--- src/core/pwc_pkg.sv ---
`default_nettype none
package pwc_pkg;
    // Register offsets on the plain register port
    localparam logic [1:0] OFF_CONTROL_STATUS = 2'h0;
    localparam logic [1:0] OFF_COUNT_VALUE = 2'h1;
    localparam logic [1:0] OFF_MATCH_LIMIT = 2'h2;
    // Field positions in control_status
    localparam int MATCH_FLAG_BIT = 7;
    localparam int SRC_SEL_HI = 6;
    localparam int SRC_SEL_LO = 5;
    localparam int IRQ_EN_BIT = 4;
    localparam int DIV_SEL_HI = 3;
    localparam int DIV_SEL_LO = 0;
    // Reset values
    localparam logic [1:0] SRC_SEL_RST = 2'h0;
    localparam logic [3:0] DIV_SEL_RST = 4'h0;
    localparam logic [7:0] COUNT_RST = 8'h00;
    localparam logic [7:0] LIMIT_RST = 8'h00;
    // Source select codes
    localparam logic [1:0] SRC_LOW_POWER = 2'h0;
    localparam logic [1:0] SRC_EXT = 2'h1;
    // Prescaler counter width covers the largest ratio, 200000
    localparam int PRE_W = 18;
endpackage : pwc_pkg
`default_nettype wire

--- src/core/pwc_top.sv ---
// Chosen here: the register offsets and the address-and-strobe port.
`timescale 1ns/1ps
`default_nettype none
module pwc_top (
    // System
    input wire logic CLK_SYS,
    input wire logic RST,
    // Source clocks, asynchronous to CLK_SYS
    input wire logic LOW_POWER_OSC_1K,
    input wire logic EXTERNAL_REF_CLOCK,
    input wire logic INTERNAL_REF_CLOCK,
    // Background debug freeze level
    input wire logic DEBUG_HALT,
    // Register port
    input wire logic [1:0] ADDR,
    input wire logic [7:0] WDATA,
    input wire logic WR,
    input wire logic RD,
    output logic [7:0] RDATA,
    // Interrupt request
    output logic MATCH_IRQ
);
    typedef struct packed {
        logic match_flag;
        logic [1:0] source_select;
        logic match_irq_enable;
        logic [3:0] divider_select;
        logic [7:0] count_value;
        logic [7:0] match_limit;
        logic [pwc_pkg::PRE_W-1:0] pre_cnt;
        logic src_prev;
        logic [7:0] rdata;
    } pwc_state_t;

    pwc_state_t st_ff;
    pwc_state_t nxt_st;

    logic osc1k_s;
    logic ext_s;
    logic irc_s;
    logic halt_s;
    logic src_lvl;
    logic src_rise;
    logic pre_tick;
    logic clr_cnt;
    logic set_flag;
    logic [pwc_pkg::PRE_W-1:0] pre_last;
    logic [7:0] csr_val;
    logic [1:0] w_src;
    logic [3:0] w_div;

    // Each source is a slow clock; it is sampled as a level and its
    // rising edge detected after the second stage
    pwc_sync u_sync_osc1k (
        .clk(CLK_SYS),
        .rst(RST),
        .din(LOW_POWER_OSC_1K),
        .dout(osc1k_s)
    );
    pwc_sync u_sync_ext (
        .clk(CLK_SYS),
        .rst(RST),
        .din(EXTERNAL_REF_CLOCK),
        .dout(ext_s)
    );
    pwc_sync u_sync_irc (
        .clk(CLK_SYS),
        .rst(RST),
        .din(INTERNAL_REF_CLOCK),
        .dout(irc_s)
    );
    pwc_sync u_sync_halt (
        .clk(CLK_SYS),
        .rst(RST),
        .din(DEBUG_HALT),
        .dout(halt_s)
    );

    pwc_ratio u_ratio (
        .src_lsb(st_ff.source_select[0]),
        .div_sel(st_ff.divider_select),
        .last(pre_last)
    );

    always_comb begin
        // Upper bit set means internal reference either way
        if (st_ff.source_select[1]) begin
            src_lvl = irc_s;
        end else if (st_ff.source_select == pwc_pkg::SRC_EXT) begin
            src_lvl = ext_s;
        end else begin
            src_lvl = osc1k_s;
        end
    end

    // Sources above half of CLK_SYS cannot be followed; fine for 1 MHz
    assign src_rise = src_lvl && !st_ff.src_prev;
    // Divider select zero keeps the prescaler off
    assign pre_tick = src_rise && (st_ff.divider_select != 4'h0)
        && !halt_s && (st_ff.pre_cnt == pre_last);
    // Only a tick that matches sets the flag; a plain tick must not
    // block a clear arriving in the same cycle
    assign set_flag = pre_tick && (st_ff.count_value == st_ff.match_limit);

    assign w_src = WDATA[pwc_pkg::SRC_SEL_HI:pwc_pkg::SRC_SEL_LO];
    assign w_div = WDATA[pwc_pkg::DIV_SEL_HI:pwc_pkg::DIV_SEL_LO];

    always_comb begin
        csr_val = 8'h00;
        csr_val[pwc_pkg::MATCH_FLAG_BIT] = st_ff.match_flag;
        csr_val[pwc_pkg::SRC_SEL_HI:pwc_pkg::SRC_SEL_LO] =
            st_ff.source_select;
        csr_val[pwc_pkg::IRQ_EN_BIT] = st_ff.match_irq_enable;
        csr_val[pwc_pkg::DIV_SEL_HI:pwc_pkg::DIV_SEL_LO] =
            st_ff.divider_select;
    end

    always_comb begin
        nxt_st = st_ff;
        nxt_st.src_prev = src_lvl;
        clr_cnt = 1'b0;

        // Prescaler runs only while selected, enabled and not frozen
        if (src_rise && st_ff.divider_select != 4'h0 && !halt_s) begin
            if (pre_tick) begin
                nxt_st.pre_cnt = '0;
            end else begin
                nxt_st.pre_cnt = st_ff.pre_cnt + 1'b1;
            end
        end

        if (pre_tick) begin
            // Limit zero lands here each tick, count stays 0
            if (st_ff.count_value == st_ff.match_limit) begin
                nxt_st.count_value = pwc_pkg::COUNT_RST;
                nxt_st.match_flag = 1'b1;
            end else begin
                nxt_st.count_value = st_ff.count_value + 8'h01;
            end
        end

        // Write-one-clear loses to a coinciding set
        if (WR && ADDR == pwc_pkg::OFF_CONTROL_STATUS) begin
            if (WDATA[pwc_pkg::MATCH_FLAG_BIT] && !set_flag) begin
                nxt_st.match_flag = 1'b0;
            end
            nxt_st.match_irq_enable = WDATA[pwc_pkg::IRQ_EN_BIT];
            nxt_st.source_select = w_src;
            nxt_st.divider_select = w_div;
            if (w_src != st_ff.source_select) begin
                clr_cnt = 1'b1;
            end
            if (w_div != st_ff.divider_select) begin
                clr_cnt = 1'b1;
            end
        end
        if (WR && ADDR == pwc_pkg::OFF_MATCH_LIMIT) begin
            nxt_st.match_limit = WDATA;
            clr_cnt = 1'b1;
        end
        // Writes to the count offset fall through untouched
        if (clr_cnt) begin
            nxt_st.pre_cnt = '0;
            nxt_st.count_value = pwc_pkg::COUNT_RST;
        end

        nxt_st.rdata = 8'h00;
        if (RD) begin
            case (ADDR)
                pwc_pkg::OFF_CONTROL_STATUS: nxt_st.rdata = csr_val;
                pwc_pkg::OFF_COUNT_VALUE: begin
                    nxt_st.rdata = st_ff.count_value;
                end
                pwc_pkg::OFF_MATCH_LIMIT: nxt_st.rdata = st_ff.match_limit;
                default: nxt_st.rdata = 8'h00;
            endcase
        end
    end

    always_ff @(posedge CLK_SYS or posedge RST) begin
        if (RST) begin
            st_ff.match_flag <= 1'b0;
            st_ff.source_select <= pwc_pkg::SRC_SEL_RST;
            st_ff.match_irq_enable <= 1'b0;
            st_ff.divider_select <= pwc_pkg::DIV_SEL_RST;
            st_ff.count_value <= pwc_pkg::COUNT_RST;
            st_ff.match_limit <= pwc_pkg::LIMIT_RST;
            st_ff.pre_cnt <= '0;
            st_ff.src_prev <= 1'b0;
            st_ff.rdata <= 8'h00;
        end else begin
            st_ff <= nxt_st;
        end
    end

    assign RDATA = st_ff.rdata;
    assign MATCH_IRQ = st_ff.match_flag && st_ff.match_irq_enable;
endmodule : pwc_top
`default_nettype wire

--- src/core/pwc_sync.sv ---
`timescale 1ns/1ps
`default_nettype none
module pwc_sync (
    // Clock and reset
    input wire logic clk,
    input wire logic rst,
    // Asynchronous level in, synchronous level out
    input wire logic din,
    output logic dout
);
    typedef struct packed {
        logic meta;
        logic sync;
    } pwc_sync_t;
    pwc_sync_t st_ff;
    pwc_sync_t nxt_st;

    always_comb begin
        nxt_st.meta = din;
        nxt_st.sync = st_ff.meta;
    end

    always_ff @(posedge clk or posedge rst) begin
        if (rst) begin
            st_ff <= '0;
        end else begin
            st_ff <= nxt_st;
        end
    end

    assign dout = st_ff.sync;
endmodule : pwc_sync
`default_nettype wire

--- src/core/pwc_ratio.sv ---
`timescale 1ns/1ps
`default_nettype none
module pwc_ratio (
    // Selection
    input wire logic src_lsb,
    input wire logic [3:0] div_sel,
    // Terminal value of the prescaler count, ratio minus one
    output logic [pwc_pkg::PRE_W-1:0] last
);
    logic [17:0] ratio;

    always_comb begin
        ratio = 18'h00001;
        if (!src_lsb) begin
            case (div_sel)
                4'h1: ratio = 18'h00008;
                4'h2: ratio = 18'h00020;
                4'h3: ratio = 18'h00040;
                4'h4: ratio = 18'h00080;
                4'h5: ratio = 18'h00100;
                4'h6: ratio = 18'h00200;
                4'h7: ratio = 18'h00400;
                4'h8: ratio = 18'h00001;
                4'h9: ratio = 18'h00002;
                4'ha: ratio = 18'h00004;
                4'hb: ratio = 18'h0000a;
                4'hc: ratio = 18'h00010;
                4'hd: ratio = 18'h00064;
                4'he: ratio = 18'h001f4;
                4'hf: ratio = 18'h003e8;
                default: ratio = 18'h00001;
            endcase
        end else begin
            case (div_sel)
                4'h1: ratio = 18'h00400;
                4'h2: ratio = 18'h00800;
                4'h3: ratio = 18'h01000;
                4'h4: ratio = 18'h02000;
                4'h5: ratio = 18'h04000;
                4'h6: ratio = 18'h08000;
                4'h7: ratio = 18'h10000;
                4'h8: ratio = 18'h003e8;
                4'h9: ratio = 18'h007d0;
                4'ha: ratio = 18'h01388;
                4'hb: ratio = 18'h02710;
                4'hc: ratio = 18'h04e20;
                4'hd: ratio = 18'h0c350;
                4'he: ratio = 18'h186a0;
                4'hf: ratio = 18'h30d40;
                default: ratio = 18'h00001;
            endcase
        end
        last = ratio - 18'h00001;
    end
endmodule : pwc_ratio
`default_nettype wire

--- config.mk ---
export PLATFORM = sky130hd
export DESIGN_NAME = pwc_top
export DESIGN_NICKNAME = d
export VERILOG_FILES = /design/src/core/pwc_pkg.sv /design/src/core/pwc_top.sv /design/src/core/pwc_sync.sv /design/src/core/pwc_ratio.sv
export SDC_FILE = /design/constraint.sdc
export NUM_CORES = 1
export LEC_CHECK = 0
export BUFFER_PORTS_ARGS = -buffer_cell sky130_fd_sc_hd__buf_4
export CAP_MARGIN = 30
export CORE_MARGIN = 1
export CORE_UTILIZATION = 66
export DETAILED_ROUTE_END_ITERATION = 10
export HOLD_SLACK_MARGIN = 0.12
export PLACE_DENSITY = 0.95
export SLEW_MARGIN = 20
export SYNTH_ARGS = -nofsm -noshare
export SYNTH_HDL_FRONTEND = slang
export SYNTH_SLANG_ARGS = --single-unit
export TNS_END_PERCENT = 20
--- constraint.sdc ---
create_clock -name CLK_SYS -period 10.2 [get_ports CLK_SYS]
set_input_delay 2.04 -clock CLK_SYS [delete_from_list [all_inputs] [get_ports CLK_SYS]]
set_output_delay 2.04 -clock CLK_SYS [all_outputs]
set_load 0.03 [all_outputs]
==> impl_metrics.env, run 1 <==
export IMPL_grt_pass1_vias=3370
export IMPL_final_cell_mix="dfrtp_1, nand2_1, xnor2_1"
export IMPL_ctsHoldBuffers=0
export IMPL_tightest_slew_ns=0.9272
export IMPL_wl_per_cell_um=17.73
export IMPL_syn_inst=454
export IMPL_syn_to_final_growth_pct=7.460
export IMPL_wl_um=9680
export IMPL_slew_headroom_pct=38.19
export IMPL_maxCapViolations=0
export IMPL_synthArstFlopShare_pct=100.0
export IMPL_start_util_pct=68.27
export IMPL_fmax_mhz=214.0
export IMPL_clkTransAtPathRegs_ns=0.07
export IMPL_drt_iter0_drc=239
export IMPL_clock_path_buffers=2
export IMPL_syn_area_um2=4310
export IMPL_cts_setup_buffers=0
export IMPL_final_cell_area_um2=4632
export IMPL_p_int_mw=0.4862
export IMPL_yosysWarningCount=0
export IMPL_slew_violations=0
export IMPL_combPwrFrac_pct=36.6
export IMPL_path_buf_inv=2
export IMPL_cts_resized=0
export IMPL_powerDensity_nw_per_um2=170.6
export IMPL_period_needed_ns=4.672
export IMPL_dieArea_um2=6858
export IMPL_fin_skew_ns=0.01364
export IMPL_drtAntennaViolNets=0
export IMPL_routed_via_density=6.361
export IMPL_final_common_cell="dfrtp_1"
export IMPL_syn_avg_cell_area_um2=9.494
export IMPL_rsz0062_at_grt="false"
export IMPL_grt_overflow=0
export IMPL_place_hpwl_um=6837
export IMPL_grt_max_degree=60
export IMPL_antenna_found_initial=0
export IMPL_path_cells="inv_1, ha_1, mux2i_1, a2bb2oi_1, and2_1, nand4_4, or3_1, a2111o_1, a21boi_1, a21o_1, buf_8, o31ai_1"
export IMPL_p_leak_nw=1.948
export IMPL_cts_root_buf="clkbuf_8"
export IMPL_yosysSeqAreaShare_pct=34.25
export IMPL_num_rows=29
export IMPL_synth_edff_count=0
export IMPL_timing_final_crit_share_pct=45.80
export IMPL_worst_endpoint_arrival_ns=4.90
export IMPL_finalSetupViolations=0
export IMPL_start_kind="register"
export IMPL_fin_nets=491
export IMPL_core_area_um2=6314
export IMPL_grt_pass1_wl_um=15850
export IMPL_synth_top_flop_cell="dfrtp_1"
export IMPL_hold_path_class="reg -> reg"
export IMPL_switchingPower_mw=0.3041
export IMPL_port_buffers=26
export IMPL_critPathKind="reg -> reg"
export IMPL_status="complete, no violations"
export IMPL_worstPathRequired_ns=10.42
export IMPL_cts_tree="yes"
export IMPL_crit_family="compound AO/OA/AOI/OAI gates"
export IMPL_pwr_share_seq_pct=35.8
export IMPL_crit_slowest_cell="dfrtp_1"
export IMPL_pwr_share_clk_pct=27.6
export IMPL_setup_tns_final_ns=0
export IMPL_grt_usage_pct=29.00
export IMPL_cts_max_level=3
export IMPL_die_width_um=82.82
export IMPL_sw_frac_of_total_pct=38.48
export IMPL_insertion_delay_ns=0.35
export IMPL_num_io_pins=27
export IMPL_ys_types=73
export IMPL_cp_end_kind="register"
export IMPL_diodes=0
export IMPL_ir_drop_mv=0.1255
export IMPL_ys_ff_latch=59
export IMPL_globalplace_congestion=0.9448
export IMPL_finalHoldViolCount=0
export IMPL_syn_nets=481
export IMPL_vias=3473
export IMPL_drive_gt1_share_pct=19.40
export IMPL_drcViolationCount=0
export IMPL_placed_area_um2=4409
export IMPL_numCtsBuffers=9
export IMPL_firstDrtPassIters=5
export IMPL_fillCellCount=469
export IMPL_die_height_um=82.82
export IMPL_critPathMaxStageDelay_ns=0.63
export IMPL_critPathMaxFanout=12
export IMPL_clock_sinks=59
==> layer usage <==
layer / vias to the layer above / part of all wire, % / track usage [%] / wire (um)
li1: 1617 / - / - / -
met1: 1682 / 44 / 38.17 / 4257
met2: 150 / 47 / 46.05 / 4582
met3: 24 / 5.8 / 5.070 / 564
met4: 0 / 2.8 / 15.05 / 275
met5: - / 0 / 0 / 0
==> power by group through the flow <==
stage               logic, mW  clock network, mW  registers, mW
floorplan               0.250                  0          0.267
global placement        0.260                  0          0.289
detailed placement      0.273                  0          0.291
CTS                     0.276              0.221          0.286
global route            0.312              0.231          0.286
finish                  0.289              0.218          0.283
==> cell type report <==
| cell class | count | area, um^2 | area share [%] |
|---|---|---|---|
| clock buffer | 9 | 123.9 | 2.674 |
| tap | 77 | 96.34 | 2.080 |
| sequential | 59 | 1476 | 31.87 |
| timing repair buffer | 32 | 255.2 | 5.511 |
| multi-input combinational | 352 | 2566 | 55.40 |
| clock inverter | 7 | 76.32 | 1.648 |
| inverter | 10 | 37.54 | 0.8104 |
==> cells in the mapped netlist (all sizes together) (10+ instances only) <==
master / number / area share (%)
dfrtp: 59 / 34
mux2i: 14 / 3.3
nand4: 10 / 1.9
buf: 21 / 4.3
nand2: 47 / 4.2
nand3: 17 / 2.0
clkbuf: 12 / 1.1
nor2: 39 / 5.1
inv: 10 / 0.87
xnor2: 32 / 6.5
mux2: 16 / 4.2
xor2: 19 / 3.9
and2: 13 / 1.9
a21oi: 15 / 2.4
o21ai: 19 / 2.2
==> worst paths after layout <==
kind | from | end | slack (ns) | cells past startpoint
max | csr_val[0]$_DFFE_PP0P_ | st_ff[10]$_DFFE_PP0P_ | 5.53 | 12
min | u_sync_ext.nxt_st[0]$_DFF_PP0_ | u_sync_ext.dout$_DFF_PP0_ | 0.36 | 0
max reg2reg | csr_val[0]$_DFFE_PP0P_ | st_ff[10]$_DFFE_PP0P_ | 5.53 | 12
min reg2reg | u_sync_ext.nxt_st[0]$_DFF_PP0_ | u_sync_ext.dout$_DFF_PP0_ | 0.36 | 0
max in group asynchronous | RST | st_ff[19]$_DFFE_PP0P_ | 7.84 | 3
min in group asynchronous | RST | st_ff[20]$_DFFE_PP0P_ | 1.90 | 3
==> cell families after synthesis <==
family                   share of synthesized area [%]
buffers and inverters                            6.212
flip-flops                                       34.25
adder cells (fa/ha/maj)                          2.613
XOR/XNOR                                         10.89
AO/OA/AOI/OAI                                    14.34
AND/OR/NAND/NOR                                  24.27
multiplexers                                     7.431
==> sequential cells by signal, indices dropped and copies added (netlist names) <==
| name | flops |
|---|---|
| u_sync_osc1k.dout | 1 |
| csr_val | 8 |
| u_sync_halt.dout | 1 |
| u_sync_osc1k.nxt_st | 1 |
| u_sync_irc.dout | 1 |
| u_sync_ext.dout | 1 |
| u_sync_halt.nxt_st | 1 |
| RDATA | 8 |
| u_sync_ext.nxt_st | 1 |
| u_sync_irc.nxt_st | 1 |
| st_ff | 35 |
==> metrics by stage <==
step	hold slack (ns)	total power, mW	util [%]	setup slack (ns)	std cells
floorplan	0.3312	0.5175	-	6.294	454
global placement	0.3320	0.5492	69.60	5.500	527
detailed placement	0.3419	0.5642	69.84	5.609	528
CTS	0.3582	0.7834	73.01	5.580	544
global route	0.3674	0.8291	73.37	5.358	546
finish	0.3554	0.7904	73.37	5.528	546
==> worst reg2reg max path, stage by stage, from the launching register on <==
cell       delay, ns
dfrtp_1         0.63
inv_1           0.19
ha_1            0.37
mux2i_1         0.23
a2bb2oi_1       0.37
and2_1          0.29
nand4_4         0.18
or3_1           0.40
a2111o_1        0.43
a21boi_1        0.63
a21o_1          0.51
buf_8           0.25
o31ai_1         0.09
(Power assumes the default switching activity.)
==> inputs of run 2 (changes only) <==
--- a/config.mk
+++ b/config.mk
@@ -8,10 +8,10 @@
 export BUFFER_PORTS_ARGS = -buffer_cell sky130_fd_sc_hd__buf_4
 export CAP_MARGIN = 30
 export CORE_MARGIN = 1
-export CORE_UTILIZATION = 66
+export CORE_UTILIZATION = 62
 export DETAILED_ROUTE_END_ITERATION = 10
 export HOLD_SLACK_MARGIN = 0.12
-export PLACE_DENSITY = 0.95
+export PLACE_DENSITY = 0.91
 export SLEW_MARGIN = 20
 export SYNTH_ARGS = -nofsm -noshare
 export SYNTH_HDL_FRONTEND = slang
==> constraint.sdc (replaced) <==
create_clock -name CLK_SYS -period 4.42 [get_ports CLK_SYS]
set_input_delay 0.884 -clock CLK_SYS [delete_from_list [all_inputs] [get_ports CLK_SYS]]
set_output_delay 0.884 -clock CLK_SYS [all_outputs]
set_load 0.03 [all_outputs]
==> run 2 against run 1 <==
Against the previous run: register-to-register slack worse by 5.3 ns; sequential power rose by 130%; final cell count up 1.1%; fmax rose by 11%; clock skew fell by 0.0050 ns; worst hold slack lost 0.0084 ns; critical path depth unchanged; sequential share of layout area is 0.32 points lower; die area rose by 6.3%; global-route usage is 0.61 points lower; clock-buffer cell count unchanged; critical endpoint unchanged.
==> impl_metrics.env, run 2 (synthesis gave the netlist of run 1 again) <==
export IMPL_status="complete, no violations"
export IMPL_start_kind="register"
export IMPL_ir_drop_mv=0.2798
export IMPL_clock_sinks=59
export IMPL_drive_gt1_share_pct=20.13
export IMPL_holdPathStages=0
export IMPL_worstReg2RegEnd="st_ff[10]$_DFFE_PP0P_"
export IMPL_port_buffers=26
export IMPL_num_rows=30
export IMPL_cts_root_buf="clkbuf_8"
export IMPL_core_area_um2=6756
export IMPL_syn_to_final_growth_pct=8.563
export IMPL_clock_path_buffers=2
export IMPL_critPathKind="reg -> reg"
export IMPL_worstPathRequired_ns=4.65
export IMPL_setup_tns_final_ns=0
export IMPL_path_cells="inv_1, ha_1, mux2i_1, a2bb2oi_1, and2_1, nand4_4, or4_1, a222oi_1, o211a_2, a21o_1, buf_12, o31ai_1"
export IMPL_globalplace_congestion=0.9381
export IMPL_start_util_pct=63.80
export IMPL_powerDensity_nw_per_um2=406.7
export IMPL_ctsHoldBuffers=0
export IMPL_drt_iter0_drc=297
export IMPL_hold_path_class="reg -> reg"
export IMPL_die_width_um=85.38
export IMPL_grt_overflow=0
export IMPL_reg2reg_slack_ns=0.21
export IMPL_drcViolationCount=0
export IMPL_final_cell_mix="dfrtp_1, nand2_1, buf_4"
export IMPL_worstRegToRegCells=12
export IMPL_maxCapViolations=0
export IMPL_insertion_delay_ns=0.35
export IMPL_timing_final_crit_share_pct=95.27
export IMPL_wl_per_cell_um=17.87
export IMPL_slew_headroom_pct=35.30
export IMPL_grtUsageMet1_pct=37.10
export IMPL_critPathMaxFanout=18
export IMPL_clkTransAtPathRegs_ns=0.08
export IMPL_grt_max_degree=60
export IMPL_routed_via_density=6.341
export IMPL_final_common_cell="dfrtp_1"
export IMPL_firstDrtPassIters=4
export IMPL_num_io_pins=27
export IMPL_critPathMaxStageDelay_ns=0.61
export IMPL_antenna_found_initial=0
export IMPL_die_height_um=85.38
export IMPL_cts_max_level=3
export IMPL_slew_violations=0
export IMPL_busiest_layer="met2"
export IMPL_grt_pass1_wl_um=15880
export IMPL_place_hpwl_um=7033
export IMPL_fin_nets=494
export IMPL_drtAntennaViolNets=0
export IMPL_diodes=0
export IMPL_use_met2_pct=44.79
export IMPL_period_needed_ns=4.211
export IMPL_grt_pass1_vias=3353
export IMPL_cts_tree="yes"
export IMPL_finalSetupViolations=0
export IMPL_fin_skew_ns=0.008601
export IMPL_wl_um=9864
export IMPL_cp_end_kind="register"
export IMPL_grt_usage_pct=28.38
export IMPL_largest_register="st_ff"
export IMPL_crit_slowest_cell="dfrtp_1"
export IMPL_tightest_slew_ns=0.9670
export IMPL_holdPathEnd="u_sync_osc1k.dout$_DFF_PP0_"
export IMPL_finalHoldViolCount=0
export IMPL_largest_reg_flops=35
export IMPL_p_leak_nw=1.970
export IMPL_path_buf_inv=2
export IMPL_dieArea_um2=7290
export IMPL_cts_setup_buffers=0
export IMPL_vias=3500
export IMPL_fmax_mhz=237.5
export IMPL_fin_util_pct=69.26
export IMPL_min_from="u_sync_osc1k.nxt_st[0]$_DFF_PP0_"
export IMPL_fillCellCount=524
export IMPL_rsz0062_at_grt="false"
export IMPL_use_met3_pct=5.545
export IMPL_numCtsBuffers=9
export IMPL_crit_family="compound AO/OA/AOI/OAI gates"
export IMPL_r2r_start="csr_val[0]$_DFFE_PP0P_"
export IMPL_worst_endpoint_arrival_ns=4.44
==> run 2: metrics by stage <==
step | power [mW] | hold WS (ns) | cell area (um^2) | std cells | worst slack, ns
5_1_grt | 1.994 | 0.3537 | 4679 | 552 | 0.006477
4_1_cts | 1.900 | 0.3503 | 4679 | 552 | 0.2644
3_5_place_dp | 1.328 | 0.3347 | 4456 | 536 | 0.3125
2_1_floorplan | 1.194 | 0.3312 | 4310 | 454 | 0.9990
3_3_place_gp | 1.298 | 0.3338 | 4456 | 536 | 0.4208
6_report | 1.903 | 0.3470 | 4679 | 552 | 0.2093
==> run 2: report_power, final <==
| group | switching [mW] | internal, mW | leakage [nW] |
|---|---|---|---|
| logic | 0.399 | 0.292 | 1.09 |
| registers | 0.0677 | 0.580 | 0.769 |
| clock network | 0.244 | 0.321 | 0.114 |
| total | 0.710 | 1.19 | 1.97 |
==> run 2: what timing repair did <==
action	4_1_cts	5_1_grt
hold endpoints to repair	0	0
endpoints found under the setup margin	0	2
gates resized for setup	0	1
==> run 2: per-layer routing <==
metal / routed length (um) / vias to the layer above / part of all wire (%)
li1: - / 1627 / -
met5: 0 / - / 0
met1: 4330 / 1684 / 44
met4: 352 / 0 / 3.6
met3: 568 / 36 / 5.8
met2: 4613 / 153 / 47
==> run 2: cell type report <==
cell class,instances,area [um^2],share of cell area [%]
clock buffer,9,123.9,2.647
clock inverter,7,100.1,2.139
inverter,10,37.54,0.8021
multi-input combinational,352,2566,54.84
sequential,59,1476,31.55
tap,80,100.1,2.139
timing repair buffer,35,275.3,5.882
==> run 2: worst max-delay path by stage <==
| stage | start | cells after the start | slack (ns) | endpoint |
|---|---|---|---|---|
| detailed placement | csr_val[0]$_DFFE_PP0P_ | 12 | 0.31 | st_ff[9]$_DFFE_PP0P_ |
| CTS | csr_val[0]$_DFFE_PP0P_ | 12 | 0.26 | st_ff[9]$_DFFE_PP0P_ |
| floorplan | csr_val[0]$_DFFE_PP0P_ | 15 | 1.0 | st_ff[14]$_DFFE_PP0P_ |
| global route | csr_val[0]$_DFFE_PP0P_ | 12 | 0.006 | st_ff[9]$_DFFE_PP0P_ |
| finish | csr_val[0]$_DFFE_PP0P_ | 12 | 0.21 | st_ff[10]$_DFFE_PP0P_ |
| global placement | csr_val[0]$_DFFE_PP0P_ | 12 | 0.42 | st_ff[9]$_DFFE_PP0P_ |
==> run 2: worst reg2reg max path, cell delays in order, from the launching register on <==
cell,delay (ns)
dfrtp_1,0.61
inv_1,0.17
ha_1,0.35
mux2i_1,0.17
a2bb2oi_1,0.31
and2_1,0.29
nand4_4,0.17
or4_1,0.59
a222oi_1,0.50
o211a_2,0.43
a21o_1,0.21
buf_12,0.20
o31ai_1,0.10
==> inputs of run 3 (changes only) <==
--- a/config.mk
+++ b/config.mk
@@ -8,10 +8,10 @@
 export BUFFER_PORTS_ARGS = -buffer_cell sky130_fd_sc_hd__buf_4
 export CAP_MARGIN = 30
 export CORE_MARGIN = 1
-export CORE_UTILIZATION = 62
+export CORE_UTILIZATION = 53
 export DETAILED_ROUTE_END_ITERATION = 10
 export HOLD_SLACK_MARGIN = 0.12
-export PLACE_DENSITY = 0.91
+export PLACE_DENSITY = 0.81
 export SLEW_MARGIN = 20
 export SYNTH_ARGS = -nofsm -noshare
 export SYNTH_HDL_FRONTEND = slang
==> run 3 against run 2 <==
Against the previous run: non-clock buffer count stayed put; global-route usage is 3.8 points lower; combinational power is 2% lower; clock skew hardly changed; first-iteration DRC count is 15% lower; fmax is 4.2% higher; clock-buffer cell count is 3 higher; sequential share of layout area is 0.21 points lower; sequential power hardly changed; routed wire length is 2.6% lower; final cell count is 4.0% higher; largest power group unchanged.
==> impl_metrics.env, run 3 (synthesis gave the netlist of run 1 again) <==
export IMPL_num_rows=32
export IMPL_syn_to_final_growth_pct=9.289
export IMPL_slew_violations=0
export IMPL_final_common_cell="dfrtp_1"
export IMPL_fin_util_pct=60.34
export IMPL_ir_drop_mv=0.3126
export IMPL_numCtsBuffers=9
export IMPL_drtAntennaViolNets=0
export IMPL_ctsHoldBuffers=0
export IMPL_cts_max_level=3
export IMPL_critPathMaxFanout=18
export IMPL_period_needed_ns=4.040
export IMPL_holdWs_ns=0.3538
export IMPL_largest_register="st_ff"
export IMPL_path_buf_inv=2
export IMPL_start_kind="register"
export IMPL_drive_gt1_share_pct=19.70
export IMPL_dieArea_um2=8497
export IMPL_diodes=0
export IMPL_die_height_um=92.18
export IMPL_worstPathRequired_ns=4.64
export IMPL_vias=3457
export IMPL_cts_tree="yes"
export IMPL_cts_resized=0
export IMPL_fin_nets=494
export IMPL_num_io_pins=27
export IMPL_slew_headroom_pct=54.16
export IMPL_insertion_delay_ns=0.33
export IMPL_final_cell_mix="dfrtp_1, nand2_1, buf_4"
export IMPL_finalSetupViolations=0
export IMPL_firstDrtPassIters=5
export IMPL_critPathMaxStageDelay_ns=0.60
export IMPL_globalplace_congestion=0.9379
export IMPL_fmax_mhz=247.5
export IMPL_start_util_pct=55.21
export IMPL_grt_max_degree=31
export IMPL_clock_sinks=59
export IMPL_crit_family="compound AO/OA/AOI/OAI gates"
export IMPL_core_area_um2=7807
export IMPL_drcViolationCount=0
export IMPL_setup_tns_final_ns=0
export IMPL_power_mw=1.887
export IMPL_antenna_found_initial=0
export IMPL_finalHoldViolCount=0
export IMPL_grt_pass1_vias=3365
export IMPL_path_cells="inv_1, ha_1, mux2i_1, a2bb2oi_1, and2_1, nand4_4, or4_1, a222oi_1, o211a_1, a21o_1, buf_12, o31ai_1"
export IMPL_die_width_um=92.18
export IMPL_place_hpwl_um=7034
export IMPL_dp_cells=557
export IMPL_fin_skew_ns=0.008412
export IMPL_stdcell_count=574
export IMPL_clock_path_buffers=2
export IMPL_port_buffers=26
export IMPL_rsz0062_at_grt="false"
export IMPL_routed_via_density=6.023
export IMPL_wl_per_cell_um=16.75
export IMPL_tightest_slew_ns=0.6876
export IMPL_powerDensity_nw_per_um2=400.5
export IMPL_grt_usage_pct=24.62
export IMPL_cp_end_kind="register"
export IMPL_cts_setup_buffers=0
export IMPL_clkTransAtPathRegs_ns=0.07
export IMPL_grt_overflow=0
export IMPL_maxCapViolations=0
export IMPL_drt_iter0_drc=251
export IMPL_grt_pass1_wl_um=16390
export IMPL_wl_um=9612
export IMPL_largest_reg_flops=35
export IMPL_cts_root_buf="clkbuf_8"
export IMPL_critPathKind="reg -> reg"
export IMPL_worst_endpoint_arrival_ns=4.26
export IMPL_timing_final_crit_share_pct=91.40
export IMPL_crit_slowest_cell="or4_1"
export IMPL_hold_path_class="reg -> reg"
export IMPL_status="complete, no violations"
export IMPL_p_leak_nw=1.978
## run 3: path summary, 6_finish.rpt
| path | slack, ns | depth (start not counted) | to | start |
|---|---|---|---|---|
| setup / recovery | 0.38 | 12 | st_ff[10]$_DFFE_PP0P_ | csr_val[0]$_DFFE_PP0P_ |
| hold / removal | 0.35 | 0 | u_sync_halt.dout$_DFF_PP0_ | u_sync_halt.nxt_st[0]$_DFF_PP0_ |
| setup reg to reg | 0.38 | 12 | st_ff[10]$_DFFE_PP0P_ | csr_val[0]$_DFFE_PP0P_ |
| hold reg to reg | 0.35 | 0 | u_sync_halt.dout$_DFF_PP0_ | u_sync_halt.nxt_st[0]$_DFF_PP0_ |
| max in group asynchronous | 2.98 | 3 | st_ff[28]$_DFFE_PP0P_ | RST |
| min in group asynchronous | 0.63 | 2 | u_sync_ext.nxt_st[0]$_DFF_PP0_ | RST |
## run 3: layer usage
layer	part of all wire (%)	GRT usage, %	vias up
met5	0	0	-
met4	1.3	7.161	0
met3	6.4	4.395	16
met2	48	39.30	139
met1	44	34.16	1678
li1	-	-	1624
## run 3: cell type report
class                           count  area [um^2]
Clock buffer                       12        155.1
Clock inverter                      4        72.57
Fill cell                         668         3097
Inverter                           10        37.54
Multi-Input combinational cell    352         2566
Sequential cell                    59         1476
Tap cell                          102        127.6
Timing Repair Buffer               35        275.3
## run 3: per-stage QoR
step / setup slack, ns / cell area [um^2]
after global routing: 0.1047 / 4711
after CTS: 0.4416 / 4703
after floorplan: 0.9990 / 4310
after global placement: 0.5560 / 4476
final: 0.3799 / 4711
after detailed placement: 0.4458 / 4476
## run 3: report_power, final
group          internal [mW]  leakage, nW  switching [mW]
Combinational          0.291         1.10           0.390
Sequential             0.580        0.769          0.0697
Clock                  0.348        0.113           0.209
## run 3: worst register-to-register path: cells and delay by family (launching register included)
| family | cells | cell delay [ns] |
|---|---|---|
| AO/OA/AOI/OAI | 5 | 1.41 |
| buffers and inverters | 2 | 0.37 |
| adder cells (fa/ha/maj) | 1 | 0.37 |
| flip-flops | 1 | 0.59 |
| multiplexers | 1 | 0.18 |
| AND/OR/NAND/NOR | 3 | 1.03 |
